### src/rtl/mas_defs.vh
// constants for the media auto-sense control block
// assumes a 32-bit register bus with byte addresses and a 16-bit nvm word
`ifndef MAS_DEFS_VH
`define MAS_DEFS_VH

// register byte offsets
`define MAS_ADDR_SWITCH_CTL 12'h034
`define MAS_ADDR_CAUSE 12'h040
`define MAS_ADDR_CAUSE_CLR 12'h044
`define MAS_ADDR_IRQ_ENABLE 12'h048
`define MAS_ADDR_MEDIA_SEL 12'h04C

// register select codes from the address decoder
`define MAS_SEL_NONE 3'h0
`define MAS_SEL_SWITCH_CTL 3'h1
`define MAS_SEL_CAUSE 3'h2
`define MAS_SEL_CAUSE_CLR 3'h3
`define MAS_SEL_IRQ_ENABLE 3'h4
`define MAS_SEL_MEDIA_SEL 3'h5

// media switch control fields
`define MAS_BIT_SENSE_EN 0
`define MAS_BIT_SENSE_CONF 1
`define MAS_BIT_ENERGY_SRC 2
`define MAS_BIT_SERDES_SD 9
`define MAS_BIT_COPPER_SD 10

// cause, clear and enable layout
`define MAS_BIT_OTHER_MEDIA 0

// media select: 1 = serdes or sgmii, 0 = internal copper phy
`define MAS_BIT_SERDES_MODE 0

// reset values
`define MAS_RST_SENSE_EN 1'b0
`define MAS_RST_SENSE_CONF 1'b0
`define MAS_RST_ENERGY_SRC 1'b0
`define MAS_RST_SERDES_MODE 1'b0
`define MAS_RST_IRQ_ENABLE 1'b0

// nvm words holding the energy source default, per port
`define MAS_NVM_WORD_PORT0 8'h24
`define MAS_NVM_WORD_PORT1 8'h14
`define MAS_NVM_BIT_ENERGY_SRC 15

// axi responses
`define MAS_RESP_OKAY 2'h0
`define MAS_RESP_SLVERR 2'h2

// synchroniser depth
`define MAS_SYNC_STAGES 2

`endif

### src/rtl/mas_top.v
// media auto-sense control: switch control register, sensing, interrupt
// assumes an axi4-lite master on aclk and media status pins from outside
//
// How it works
// - a set sense enable bit turns on monitoring of the unused medium.
// - in serdes or sgmii mode the copper receiver idle detector is armed.
// - in copper mode the serdes idle detector is armed if source is clear.
// - energy on the unused medium sets the cause bit and drops the enable.
// - while config is set both the phy and the serdes stay powered.
// - while config is set no energy may set the cause bit.
// - the source bit picks the external pin or serdes idle exit as energy.
// - the same chosen source is the serdes signal detect for link up.
// - bit 9 reads back the serdes signal detect from the chosen source.
// - bit 10 reads back the copper phy signal detect.
// - after reset the source bit loads from bit 15 of this port's nvm word.
//
// The AXI4-Lite slave port was decided locally.
`timescale 1ns/10ps
`include "mas_defs.vh"

module mas_top
#(
  parameter ADDR_WIDTH = 12,
  parameter PORT_INDEX = 0
)
(
  input wire aclk,
  input wire aresetn,
  // axi4-lite slave
  input wire [ADDR_WIDTH-1:0] s_axi_awaddr,
  input wire s_axi_awvalid,
  output reg s_axi_awready,
  input wire [31:0] s_axi_wdata,
  input wire [3:0] s_axi_wstrb,
  input wire s_axi_wvalid,
  output reg s_axi_wready,
  output reg [1:0] s_axi_bresp,
  output reg s_axi_bvalid,
  input wire s_axi_bready,
  input wire [ADDR_WIDTH-1:0] s_axi_araddr,
  input wire s_axi_arvalid,
  output reg s_axi_arready,
  output reg [31:0] s_axi_rdata,
  output reg [1:0] s_axi_rresp,
  output reg s_axi_rvalid,
  input wire s_axi_rready,
  // nvm word loader, same clock
  input wire nvm_word_valid,
  input wire [7:0] nvm_word_addr,
  input wire [15:0] nvm_word_data,
  // media status pins, asynchronous
  input wire copper_rx_energy,
  input wire serdes_rx_energy,
  input wire ext_signal_detect,
  // media controls
  output reg copper_idle_detect_en,
  output reg serdes_idle_detect_en,
  output reg copper_power_on,
  output reg serdes_power_on,
  output reg serdes_signal_detect,
  output reg irq
);

  ////////////////////////////////////////////////////////////////////////////
  // address decode, shared by the read and write paths

  function [2:0] reg_select;
    input [ADDR_WIDTH-1:0] addr;
    begin
      case (addr)
        `MAS_ADDR_SWITCH_CTL: reg_select = `MAS_SEL_SWITCH_CTL;
        `MAS_ADDR_CAUSE: reg_select = `MAS_SEL_CAUSE;
        `MAS_ADDR_CAUSE_CLR: reg_select = `MAS_SEL_CAUSE_CLR;
        `MAS_ADDR_IRQ_ENABLE: reg_select = `MAS_SEL_IRQ_ENABLE;
        `MAS_ADDR_MEDIA_SEL: reg_select = `MAS_SEL_MEDIA_SEL;
        default: reg_select = `MAS_SEL_NONE;
      endcase
    end
  endfunction

  localparam [7:0] NVM_WORD =
    (PORT_INDEX == 0) ? `MAS_NVM_WORD_PORT0 : `MAS_NVM_WORD_PORT1;

  ////////////////////////////////////////////////////////////////////////////
  // pin synchronisers

  wire [2:0] pins_sync;
  wire copper_energy;
  wire serdes_idle_exit;
  wire ext_sd;

  mas_sync
  #(
    .WIDTH(3)
  )
  u_pin_sync
  (
    .aclk(aclk),
    .aresetn(aresetn),
    .async_in({ext_signal_detect, serdes_rx_energy, copper_rx_energy}),
    .sync_out(pins_sync)
  );

  assign copper_energy = pins_sync[0];
  assign serdes_idle_exit = pins_sync[1];
  assign ext_sd = pins_sync[2];

  ////////////////////////////////////////////////////////////////////////////
  // register state

  reg sense_en_q;
  reg sense_en_d;
  reg sense_conf_q;
  reg energy_src_q;
  reg energy_src_d;
  reg serdes_mode_q;
  reg cause_q;
  reg cause_d;
  reg irq_enable_q;

  // write channel holding state
  reg [ADDR_WIDTH-1:0] aw_addr_q;
  reg aw_held_q;
  reg [31:0] w_data_q;
  reg [3:0] w_strb_q;
  reg w_held_q;

  wire aw_take;
  wire w_take;
  wire wr_fire;
  wire [2:0] wr_sel;
  wire wr_lane0;
  wire ar_take;
  wire [2:0] rd_sel;

  assign aw_take = s_axi_awvalid & s_axi_awready;
  assign w_take = s_axi_wvalid & s_axi_wready;
  // the write lands once both halves are held and no response is pending
  assign wr_fire = aw_held_q & w_held_q & ~s_axi_bvalid;
  assign wr_sel = reg_select(aw_addr_q);
  assign wr_lane0 = w_strb_q[0];
  assign ar_take = s_axi_arvalid & s_axi_arready;
  assign rd_sel = reg_select(s_axi_araddr);

  ////////////////////////////////////////////////////////////////////////////
  // sensing

  wire serdes_sd_sel;
  wire other_energy;
  wire sense_hit;
  wire ctl_write;
  wire clr_write;

  // one chosen source serves both energy sensing and link up
  assign serdes_sd_sel = energy_src_q ? ext_sd : serdes_idle_exit;

  // energy on whichever medium is not carrying the link
  assign other_energy = serdes_mode_q ? copper_energy : serdes_sd_sel;

  // a level test, so energy already present when enabled also hits
  assign sense_hit = sense_en_q & ~sense_conf_q & other_energy;

  assign ctl_write = wr_fire & wr_lane0 & (wr_sel == `MAS_SEL_SWITCH_CTL);
  assign clr_write = wr_fire & wr_lane0 & (wr_sel == `MAS_SEL_CAUSE_CLR);

  always @*
  begin
    sense_en_d = sense_en_q;
    if (sense_hit)
    begin
      sense_en_d = 1'b0;
    end
    // a software write in the same cycle wins; a re-enable re-senses at once
    if (ctl_write)
    begin
      sense_en_d = w_data_q[`MAS_BIT_SENSE_EN];
    end
  end

  always @*
  begin
    cause_d = cause_q;
    if (clr_write && w_data_q[`MAS_BIT_OTHER_MEDIA])
    begin
      cause_d = 1'b0;
    end
    // set wins over a clear landing in the same cycle
    if (sense_hit)
    begin
      cause_d = 1'b1;
    end
  end

  always @*
  begin
    energy_src_d = energy_src_q;
    if (nvm_word_valid && (nvm_word_addr == NVM_WORD))
    begin
      energy_src_d = nvm_word_data[`MAS_NVM_BIT_ENERGY_SRC];
    end
    if (ctl_write)
    begin
      energy_src_d = w_data_q[`MAS_BIT_ENERGY_SRC];
    end
  end

  always @(posedge aclk)
  begin
    if (!aresetn)
    begin
      sense_en_q <= `MAS_RST_SENSE_EN;
      sense_conf_q <= `MAS_RST_SENSE_CONF;
      energy_src_q <= `MAS_RST_ENERGY_SRC;
      serdes_mode_q <= `MAS_RST_SERDES_MODE;
      cause_q <= 1'b0;
      irq_enable_q <= `MAS_RST_IRQ_ENABLE;
    end
    else
    begin
      sense_en_q <= sense_en_d;
      energy_src_q <= energy_src_d;
      cause_q <= cause_d;
      if (ctl_write)
      begin
        sense_conf_q <= w_data_q[`MAS_BIT_SENSE_CONF];
      end
      if (wr_fire && wr_lane0 && (wr_sel == `MAS_SEL_IRQ_ENABLE))
      begin
        irq_enable_q <= w_data_q[`MAS_BIT_OTHER_MEDIA];
      end
      if (wr_fire && wr_lane0 && (wr_sel == `MAS_SEL_MEDIA_SEL))
      begin
        serdes_mode_q <= w_data_q[`MAS_BIT_SERDES_MODE];
      end
    end
  end

  ////////////////////////////////////////////////////////////////////////////
  // media control outputs

  always @(posedge aclk)
  begin
    if (!aresetn)
    begin
      copper_idle_detect_en <= 1'b0;
      serdes_idle_detect_en <= 1'b0;
      copper_power_on <= 1'b0;
      serdes_power_on <= 1'b0;
      serdes_signal_detect <= 1'b0;
      irq <= 1'b0;
    end
    else
    begin
      copper_idle_detect_en <= sense_en_q & serdes_mode_q;
      // with the external pin as source the serdes detector is not needed
      serdes_idle_detect_en <= sense_en_q & ~serdes_mode_q
                               & ~energy_src_q;
      // config keeps both media alive while software prepares them
      copper_power_on <= ~serdes_mode_q | sense_conf_q
                         | (sense_en_q & serdes_mode_q);
      serdes_power_on <= serdes_mode_q | sense_conf_q
                         | (sense_en_q & ~serdes_mode_q);
      serdes_signal_detect <= serdes_sd_sel;
      irq <= cause_d & irq_enable_q;
    end
  end

  ////////////////////////////////////////////////////////////////////////////
  // axi4-lite write path

  always @(posedge aclk)
  begin
    if (!aresetn)
    begin
      aw_addr_q <= {ADDR_WIDTH{1'b0}};
      aw_held_q <= 1'b0;
      w_data_q <= 32'h00000000;
      w_strb_q <= 4'h0;
      w_held_q <= 1'b0;
      s_axi_awready <= 1'b0;
      s_axi_wready <= 1'b0;
      s_axi_bvalid <= 1'b0;
      s_axi_bresp <= `MAS_RESP_OKAY;
    end
    else
    begin
      if (aw_take)
      begin
        aw_addr_q <= s_axi_awaddr;
        aw_held_q <= 1'b1;
        s_axi_awready <= 1'b0;
      end
      else if (wr_fire)
      begin
        aw_held_q <= 1'b0;
        s_axi_awready <= 1'b1;
      end
      else
      begin
        s_axi_awready <= ~aw_held_q;
      end
      if (w_take)
      begin
        w_data_q <= s_axi_wdata;
        w_strb_q <= s_axi_wstrb;
        w_held_q <= 1'b1;
        s_axi_wready <= 1'b0;
      end
      else if (wr_fire)
      begin
        w_held_q <= 1'b0;
        s_axi_wready <= 1'b1;
      end
      else
      begin
        s_axi_wready <= ~w_held_q;
      end
      if (wr_fire)
      begin
        s_axi_bvalid <= 1'b1;
        if (wr_sel == `MAS_SEL_NONE)
        begin
          s_axi_bresp <= `MAS_RESP_SLVERR;
        end
        else
        begin
          s_axi_bresp <= `MAS_RESP_OKAY;
        end
      end
      else if (s_axi_bready)
      begin
        s_axi_bvalid <= 1'b0;
      end
    end
  end

  ////////////////////////////////////////////////////////////////////////////
  // axi4-lite read path

  reg [31:0] rd_word;

  // unlisted bits stay zero, so reserved fields read as zero
  always @*
  begin
    rd_word = 32'h00000000;
    case (rd_sel)
      `MAS_SEL_SWITCH_CTL:
      begin
        rd_word[`MAS_BIT_SENSE_EN] = sense_en_q;
        rd_word[`MAS_BIT_SENSE_CONF] = sense_conf_q;
        rd_word[`MAS_BIT_ENERGY_SRC] = energy_src_q;
        rd_word[`MAS_BIT_SERDES_SD] = serdes_sd_sel;
        rd_word[`MAS_BIT_COPPER_SD] = copper_energy;
      end
      `MAS_SEL_CAUSE:
      begin
        rd_word[`MAS_BIT_OTHER_MEDIA] = cause_q;
      end
      `MAS_SEL_IRQ_ENABLE:
      begin
        rd_word[`MAS_BIT_OTHER_MEDIA] = irq_enable_q;
      end
      `MAS_SEL_MEDIA_SEL:
      begin
        rd_word[`MAS_BIT_SERDES_MODE] = serdes_mode_q;
      end
      default:
      begin
        rd_word = 32'h00000000;
      end
    endcase
  end

  always @(posedge aclk)
  begin
    if (!aresetn)
    begin
      s_axi_arready <= 1'b0;
      s_axi_rvalid <= 1'b0;
      s_axi_rdata <= 32'h00000000;
      s_axi_rresp <= `MAS_RESP_OKAY;
    end
    else
    begin
      if (ar_take)
      begin
        s_axi_arready <= 1'b0;
        s_axi_rvalid <= 1'b1;
        s_axi_rdata <= rd_word;
        if (rd_sel == `MAS_SEL_NONE)
        begin
          s_axi_rresp <= `MAS_RESP_SLVERR;
        end
        else
        begin
          s_axi_rresp <= `MAS_RESP_OKAY;
        end
      end
      else if (s_axi_rvalid && s_axi_rready)
      begin
        s_axi_rvalid <= 1'b0;
        s_axi_arready <= 1'b1;
      end
      else
      begin
        s_axi_arready <= ~s_axi_rvalid;
      end
    end
  end

endmodule // mas_top

### src/rtl/mas_sync.v
// two flip-flop synchroniser for a group of independent level inputs
// assumes each bit is a slow level; bits are not coherent with each other
`timescale 1ns/10ps
module mas_sync
#(
  parameter WIDTH = 3
)
(
  input wire aclk,
  input wire aresetn,
  input wire [WIDTH-1:0] async_in,
  output wire [WIDTH-1:0] sync_out
);

  reg [WIDTH-1:0] meta_q;
  reg [WIDTH-1:0] sync_q;

  // the first stage feeds the second stage only
  always @(posedge aclk)
  begin
    if (!aresetn)
    begin
      meta_q <= {WIDTH{1'b0}};
      sync_q <= {WIDTH{1'b0}};
    end
    else
    begin
      meta_q <= async_in;
      sync_q <= meta_q;
    end
  end

  assign sync_out = sync_q;

endmodule // mas_sync

### config.mk
export PLATFORM = sky130hd
export DESIGN_NAME = mas_top
export DESIGN_NICKNAME = d
export VERILOG_FILES = /design/src/rtl/mas_top.v /design/src/rtl/mas_sync.v
export VERILOG_INCLUDE_DIRS = /design/src /design/src/rtl
export SDC_FILE = /design/constraint.sdc
export NUM_CORES = 1
export LEC_CHECK = 0
export BUFFER_PORTS_ARGS = -buffer_cell sky130_fd_sc_hd__clkbuf_2
export CAP_MARGIN = 20
export CORE_UTILIZATION = 41
export CTS_CLUSTER_SIZE = 12
export DETAILED_ROUTE_END_ITERATION = 12
export GPL_TIMING_DRIVEN = 1
export PLACE_DENSITY = 0.79
export RECOVER_POWER = 100
export SLEW_MARGIN = 20
export SYNTH_ARGS = -nofsm -noshare
export SYNTH_HDL_FRONTEND = slang
export SYNTH_SLANG_ARGS = --single-unit
### constraint.sdc
create_clock -name aclk -period 1.85 [get_ports aclk]
set_input_delay 0 -clock aclk [delete_from_list [all_inputs] [get_ports aclk]]
set_output_delay 0 -clock aclk [all_outputs]
set_load 0.05 [all_outputs]
==> summary by stage, run 1 <==
Run status
The run finished with clean final reports.

Die
The initial utilization of the core area, before any placement, comes to 43.3%. The vertical extent of the die is 73.3 µm. After floorplanning, the core was divided into 25 placement rows.

The die extent in x is 73.3 µm. The number of top-level pins is 142. The floorplan step defined a die boundary enclosing 0.00538 mm². The area of the core is 0.00482 mm².

Timing
The maximum clock frequency is 0.635 GHz. Of the available clock period, the critical path in the final layout requires 85.1%. After layout, the minimum clock period comes to 1.57 ns. In this run the tightest slew margin relative to its limit is 55.6%. Hold is met by 0.0109 ns. The final setup violation count is 0. Across the routed clock network, the largest skew measured is 0.00575 ns. For the pin with the worst max-slew slack, the measured transition is 0.660 ns. The final hold violation count is 0.

Setup repair after global routing left no endpoint under its margin. Setup total negative slack on the finished layout was measured at 0 ns. The number of max-slew violations in the final report is 0.

Finish
The number of nets in the final layout is 423. Leaving out fill and tap cells, the most frequent cell in the layout is dfxtp_1. The count of inserted antenna diode cells is 0.

Summing all non-filler instances in the final layout gives an area of 0.00264 mm². The top cell types in the final layout, fill and taps aside, are dfxtp_1, clkbuf_2, nand2_1. In the final layout, the share of cells above drive strength 1 is 18.9%. The layout-stage area growth over the synthesis result is 26.7%. The layout has 479 filler cells. The utilization of the core after routing is 54.9%.

Yosys
The share of the Yosys chip area taken by registers is 46.1%. Yosys mapped the design onto 45 distinct sky130hd cell types. By area the synthesized netlist is led by dfxtp_1, buf_4, nand2_1, a21oi_1, and2_1. The post-synthesis cell count is 238. The synthesized area divided by synthesized cell count is 8.76 µm². The count of warnings emitted by yosys is 0.

In the synthesized netlist the dominant register cell turns out to be dfxtp_1. Summed over all instances, the cell type with the most area after synthesis is dfxtp_1. Summing every instance area after synthesis gives 0.00209 mm². The number of synthesized register bits is 48. Counting flops with an async set or reset pin after synthesis yields a share of 0%.

The number of synthesized flops with an enable pin is 0. The share of the synthesized area in the top cell type is 46.1%.

Pwr
Summing internal, switching and leakage power gives 2.05 mW. The analysis attributes to cell leakage a power of 1.09 nW. VDD sags by at most 388 µV. The power density over the cells is 777 mW/mm².

Global routing
The first global-routing pass estimated 6580 µm of wire. The via count of the first global-routing pass is 1610. The remaining global-route overflow is 0. The number of antenna violations at the first check in global routing came to 0. The all-layer global routing usage is 16.3%. The maximum number of pins on one net before global-route repair is 28.

Clocking
The tree is rooted in a clkbuf_8. The maximum clock insertion buffer count is 2. The post-cts repair resize count is 0.

The clock reaches the later pin of the worst-skew pair after 0.30 ns. The clock drives 48 sinks. The clock tree synthesis step divided the H-tree into 2 levels.

TritonCTS built the clock tree. The total CTS buffers is 5. Clock-pin slew was measured on the worst setup and hold paths at 0.08 ns.

Setup path
Along the worst path, the maximum fanout reaches 4. The category of the most critical setup path is flip-flop to flip-flop. For the worst setup path, the data required time is 2.08 ns. The worst setup slack for register-to-register paths is 0.28 ns. Data arrives at the worst endpoint at 1.80 ns. STA classifies the critical path endpoint as a flip-flop. The worst setup path is launched from a flip-flop.

Placed design
The final weighted congestion of routability-driven global placement is 0.799. After detailed placement, the total cell area comes to 0.00238 mm². During placement, the flow inserted port buffers numbering 65. The HPWL after detailed placement is 3070 µm.

Detailed routing
The initial detailed-routing violation count is 65. The post-detailed-route DRC marker count is 0. The first detailed-routing pass ran for 4 iterations.

Dividing the detail-routed via count by the number of cells gives 4.63. The detailed-route via count is 1830. After detailed routing, the total wire length is 4230 µm. The detail route stage leaves a number of antenna-violating nets equal to 0. In the final routed layout, each cell accounts on average for 10.7 µm.

Hold path
The type of the most critical hold path is primary input to flip-flop.

Flow run
The max-cap check violation count is 0.
state kept, by name, indices dropped and copies added (netlist names), 3 cells and up:
| signal | flops |
|---|---|
| w_data_q | 3 |
| aw_addr_q | 12 |
| u_pin_sync.meta_q | 3 |
| u_pin_sync.sync_out | 3 |
| s_axi_rdata | 5 |
routing by layer:
layer	GRT usage (%)	wire length (µm)	part of all wire, %	vias up
met5	0	0	0	-
met2	28.8	2060	49	70
met3	4.25	241	5.7	9
met1	17.9	1850	44	813
met4	8.97	70	1.7	0
li1	-	-	-	938
logic make-up after synthesis:
| kind of cell | after synthesis | synth area share (%) |
|---|---|---|
| flops | 48 | 46.1 |
| mux | 4 | 2.04 |
| compound gates | 48 | 15.2 |
| buf+inv | 41 | 12.6 |
| other cells | 1 | 0.180 |
| simple gates | 96 | 23.9 |
what timing repair did:
item / in CTS / in global routing
hold endpoints to repair: 21 / 0
hold buffers: 22 / 0
buffers inserted: 0 / 0
final timing paths:
check / to / cells after the start / startpoint
worst min register to register: u_pin_sync.sync_out[2]$_SDFF_PN0_ / 1 / u_pin_sync.meta_q[2]$_SDFF_PN0_
worst max-delay path: irq_enable_q$_SDFFE_PN0P_ / 5 / aw_addr_q[9]$_SDFFE_PN0P_
worst min-delay path: w_strb_q[0]$_SDFFE_PN0P_ / 3 / s_axi_wvalid
worst max register to register: irq_enable_q$_SDFFE_PN0P_ / 5 / aw_addr_q[9]$_SDFFE_PN0P_
stage by stage:
step / setup slack [ns] / instances
floorplan: 0.326 / 266
global placement: 0.348 / 366
detailed placement: 0.330 / 366
CTS: 0.306 / 395
global route: 0.115 / 395
finish: 0.276 / 395
synth_stat cells, drive strengths merged, types with 2 or more instances:
cell,instances
nor2,6
a211oi,2
clkbuf,3
mux2,2
a22o,4
or3,3
nor4,2
o31ai,2
nand2b,7
mux2i,2
o2111ai,2
inv,6
a21oi,27
and2,11
or2,2
nand3,5
or3b,3
nor3,10
nand2,39
dfxtp,48
buf,32
o21ai,2
nor3b,2
report_power, final:
part	switching, mW	internal [mW]
registers	0.0247	1.07
logic	0.270	0.115
clock network	0.315	0.257
worst max-delay path, stage by stage, from the launching register on:
cell      delay (ns)
dfxtp_1         0.32
nor4_1          0.27
clkbuf_1        0.18
nand4_1         0.19
nor3b_1         0.32
mux2i_1         0.22
cell type report:
class / count / area, µm² / area share (%)
Sequential cell: 48 / 961 / 36.4
Multi-Input combinational cell: 177 / 956 / 36.2
Timing Repair Buffer: 90 / 542 / 20.5
Tap cell: 67 / 83.8 / 3.17
Clock buffer: 6 / 72.6 / 2.75
Inverter: 6 / 22.5 / 0.852
Clock inverter: 1 / 5.00 / 0.189
(Power assumes the default switching activity.)
==> run 2, diff against run 1 <==
SYNTH_HIERARCHICAL = 1   (was default)
==> run 2 against run 1 <==
Clock-buffer cell count decreased by 1; synthesized cell count decreased by 2.1%; maximum frequency increased by 4.3%; power increased by 3.1%; non-clock buffer count increased by 1; largest cell class is now multi-input combinational cells.
==> summary by stage, run 2 <==
Run status
The flow ran to the end, and the final reports show no timing, DRC or antenna violations.

Yosys
Averaged over all synthesized cells, the footprint is 8.97 µm². The synthesized netlist devotes 0% of its cell area to adder and majority cells. The area of the mapped netlist is 0.00209 mm². The post-synthesis cell count is 233. Yosys mapped the design onto 45 distinct sky130hd cell types. The share of the synthesized area in the top cell type is 46.0%. The xor/xnor share of the synthesized area is 0%. Multiplexer cells account for 2.51% of the synthesized area. The count of warnings emitted by yosys is 6. By area the synthesized netlist is led by dfxtp_1, buf_4, nand2_1, a21oi_1, and2_1. After synthesis, the most frequently instantiated cells are dfxtp_1, nand2_1, buf_4.

The post-synthesis compound-gate area fraction is 13.3%. After synthesis, the largest family of logic cells by area is simple AND/OR/NAND/NOR gates. The number of synthesized flops with an enable pin is 0. The number of synthesized register bits is 48. The cell accounting for the most synthesized area is dfxtp_1. The prevailing post-synth register cell is dfxtp_1. By instance count, the leading cell after synthesis is dfxtp_1. The sequential-to-total area share from yosys stat is 46.0%.

The proportion of register bits with asynchronous set or reset after synthesis is 0%. Of the total synthesized cell area, the portion taken by AND, OR, NAND and NOR gates is 26.2%.

Clocking
Clock tree synthesis selected as its root buffer the cell clkbuf_8. The total CTS buffers is 5. The clock net in this run drives a total of 48 sinks.

The post-CTS clock slew at the launch and capture registers of the worst setup and hold paths is 0.09 ns. Counting along the longest clock path gives a buffer depth of 2. The H-tree generated during clock tree synthesis spans 2 levels. The clock reaches the later pin of the worst-skew pair after 0.30 ns. TritonCTS built the clock tree.

Detailed routing
After detailed routing, the total wire length is 4200 µm. The number of detailed-routing iterations run before antenna repair is 4. The initial detailed-routing violation count is 69. The detailed-route via count is 1845. After detailed routing, the average wire length per cell comes to 10.7 µm.

The post-detailed-route DRC marker count is 0. The average vias per placed instance is 4.69. In this run the remaining antenna-violating nets after routing total 0.

Die
The die covers 0.00539 mm². The initial utilization of the core area, before any placement, comes to 43.4%. During I/O placement, the number of pins put on the boundary was 142.

From left edge to right edge, the die measures 73.4 µm. The row count is 25. The total area inside the core boundary comes to 0.00482 mm². The floorplan step set the die height to 73.4 µm.

Finish
Counting the fill cells in the layout gives 461. Counting flops per register, the top entry is aw_addr_q. Of the cells placed in the final design, the portion with a size suffix greater than 1 is 18.7%. Summing all multi-input logic gate instances after layout gives 977 µm². The library cells used most frequently in the layout, excluding fill and tap cells, are dfxtp_1, clkbuf_2, nand2_1.

Registers take 961 µm². The number of flip-flops under the largest register name is 12. The count of inserted antenna diode cells is 0. The number of nets in the final layout is 420.

The layout-stage area growth over the synthesis result is 28.4%. In the final layout, the registers with the most flip-flops are aw_addr_q: 12 flops, s_axi_rdata: 5 flops. The library cell used most frequently in the layout, excluding fill and tap cells, is dfxtp_1.

Timing
The number of max-slew violations in the final report came to 0. Setup repair after global routing left no endpoint under its margin. Between clock sinks in the finished design, the worst skew comes to 0.0109 ns. The transition time at the pin with the least slew margin is 0.753 ns. The share of the clock period used by the worst path after layout is 81.6%. The minimum clock period after layout is 1.51 ns. For this run, the top clock speed supported by timing is 0.663 GHz. Setup violations remaining at the end of the flow were counted as 0. The accumulated negative setup slack is 0 ns. The final hold violation count was 0. The relative slew slack is 49.8%. The final hold slack is 0.0191 ns.

Placed design
Summed over all nets, the half-perimeter wirelength after detailed placement is 3020 µm. Routability-driven placement finished with a final weighted congestion of 0.786. The count of buffers added on input and output ports is 65.

Global routing
The maximum number of pins on one net before global-route repair is 24. Global routing used 15.8% of the available tracks across all layers. The first global-routing pass estimated 6610 µm of wire. The total overflow left after global routing is 0. The via count of the first global-routing pass is 1591. The number of antenna violations at the first check in global routing is 0.

Setup path
The largest single stage delay on the critical path is 0.43 ns. The slowest cell on the critical path is nor4_2. The worst setup path is launched from a flip-flop. The peak fanout along the critical path is 5. For the worst setup path, the data arrival time is 1.74 ns. The critical path in this run is classified as flip-flop to flip-flop.

The signal on the critical path passes through nor4_2, nand3_1, or3_1, a21oi_1. The required time of the worst setup path is 2.08 ns. STA classifies the critical path endpoint as a flip-flop.

Hold path
The path class of the tightest hold or removal check is primary input to flip-flop.

Pwr
The internal power consumption is 1.46 mW. For this design the total switching power over the nets is 0.657 mW. In this run, the combinational gates consume 18.1% of the power. The leakage power summed over all cells is 1.09 nW. The worst-case IR drop observed on VDD is 491 µV. The power density over the cells is 789 mW/mm². The sequential fraction of design power is 51.8%.

The overall power consumption is 2.12 mW. In this run switching power makes up 31.0% of total power. The share of total power dissipated in the clock network is 30.1%.

Flow run
The max-cap check violation count is 0.
[run 2: logic make-up (layout without fill, tap and decap cells)]
family          after synthesis  in the layout
other cells                   1             29
mux                           5              5
buf+inv                      37            102
compound gates               44             44
simple gates                 98             98
flops                        48             48
[run 2: final timing paths]
check,start,endpoint,slack (ns),cells after the start
worst min-delay path,s_axi_wvalid,w_data_q[0]$_SDFFE_PN0P_,0.02,3
worst max-delay path,aw_addr_q[7]$_SDFFE_PN0P_,sense_conf_q$_SDFFE_PN0P_,0.34,4
worst max register to register,aw_addr_q[7]$_SDFFE_PN0P_,sense_conf_q$_SDFFE_PN0P_,0.34,4
worst min register to register,u_pin_sync/meta_q[2]$_SDFF_PN0_,u_pin_sync/sync_out[2]$_SDFF_PN0_,0.44,1
[run 2: critical path: cells and delay by family (launching register included)]
family / cells / cell delay (ns)
compound gates: 1 / 0.13
flops: 1 / 0.33
simple gates: 3 / 0.99
[run 2: timing repair]
| action | CTS | global route |
|---|---|---|
| hold endpoints to repair | 21 | 1 |
| resized for setup | 0 | 0 |
| hold buffers | 24 | 1 |
| setup buffers | 0 | 0 |
[run 2: layer usage]
metal / global-route usage [%] / vias up / share of wire (%)
li1: - / 933 / -
met1: 18.6 / 836 / 44
met2: 28.6 / 74 / 49
met3: 3.29 / 2 / 6.9
met4: 5.13 / 0 / 0.19
met5: 0 / - / 0
[run 2: stage by stage]
| step | utilization, % | instance area (µm²) | setup WS [ns] | instances |
|---|---|---|---|---|
| 2_1_floorplan | - | 2190 | 0.401 | 261 |
| 3_3_place_gp | 49.3 | 2370 | 0.358 | 360 |
| 3_5_place_dp | 49.3 | 2370 | 0.363 | 360 |
| 4_1_cts | 56.2 | 2710 | 0.341 | 392 |
| 5_1_grt | 55.7 | 2680 | 0.246 | 393 |
| 6_report | 55.7 | 2680 | 0.341 | 393 |
[run 2: area by class of cell]
cell class              instances  share of cell area (%)
flip-flops and latches         48                    35.8
clock inverters                 3                   0.932
clock buffers                   5                    2.56
inverters                       3                   0.420
multi-input cells             176                    36.4
repair buffers                 91                    20.7
well taps                      67                    3.12
[run 2: power by group through the flow]
stage,sequential (mW),combinational [mW],clock [mW]
floorplan,1.16,0.264,0
detailed placement,1.12,0.346,0
global placement,1.12,0.343,0
finish,1.10,0.384,0.637
global route,1.10,0.412,0.705
CTS,1.10,0.385,0.649
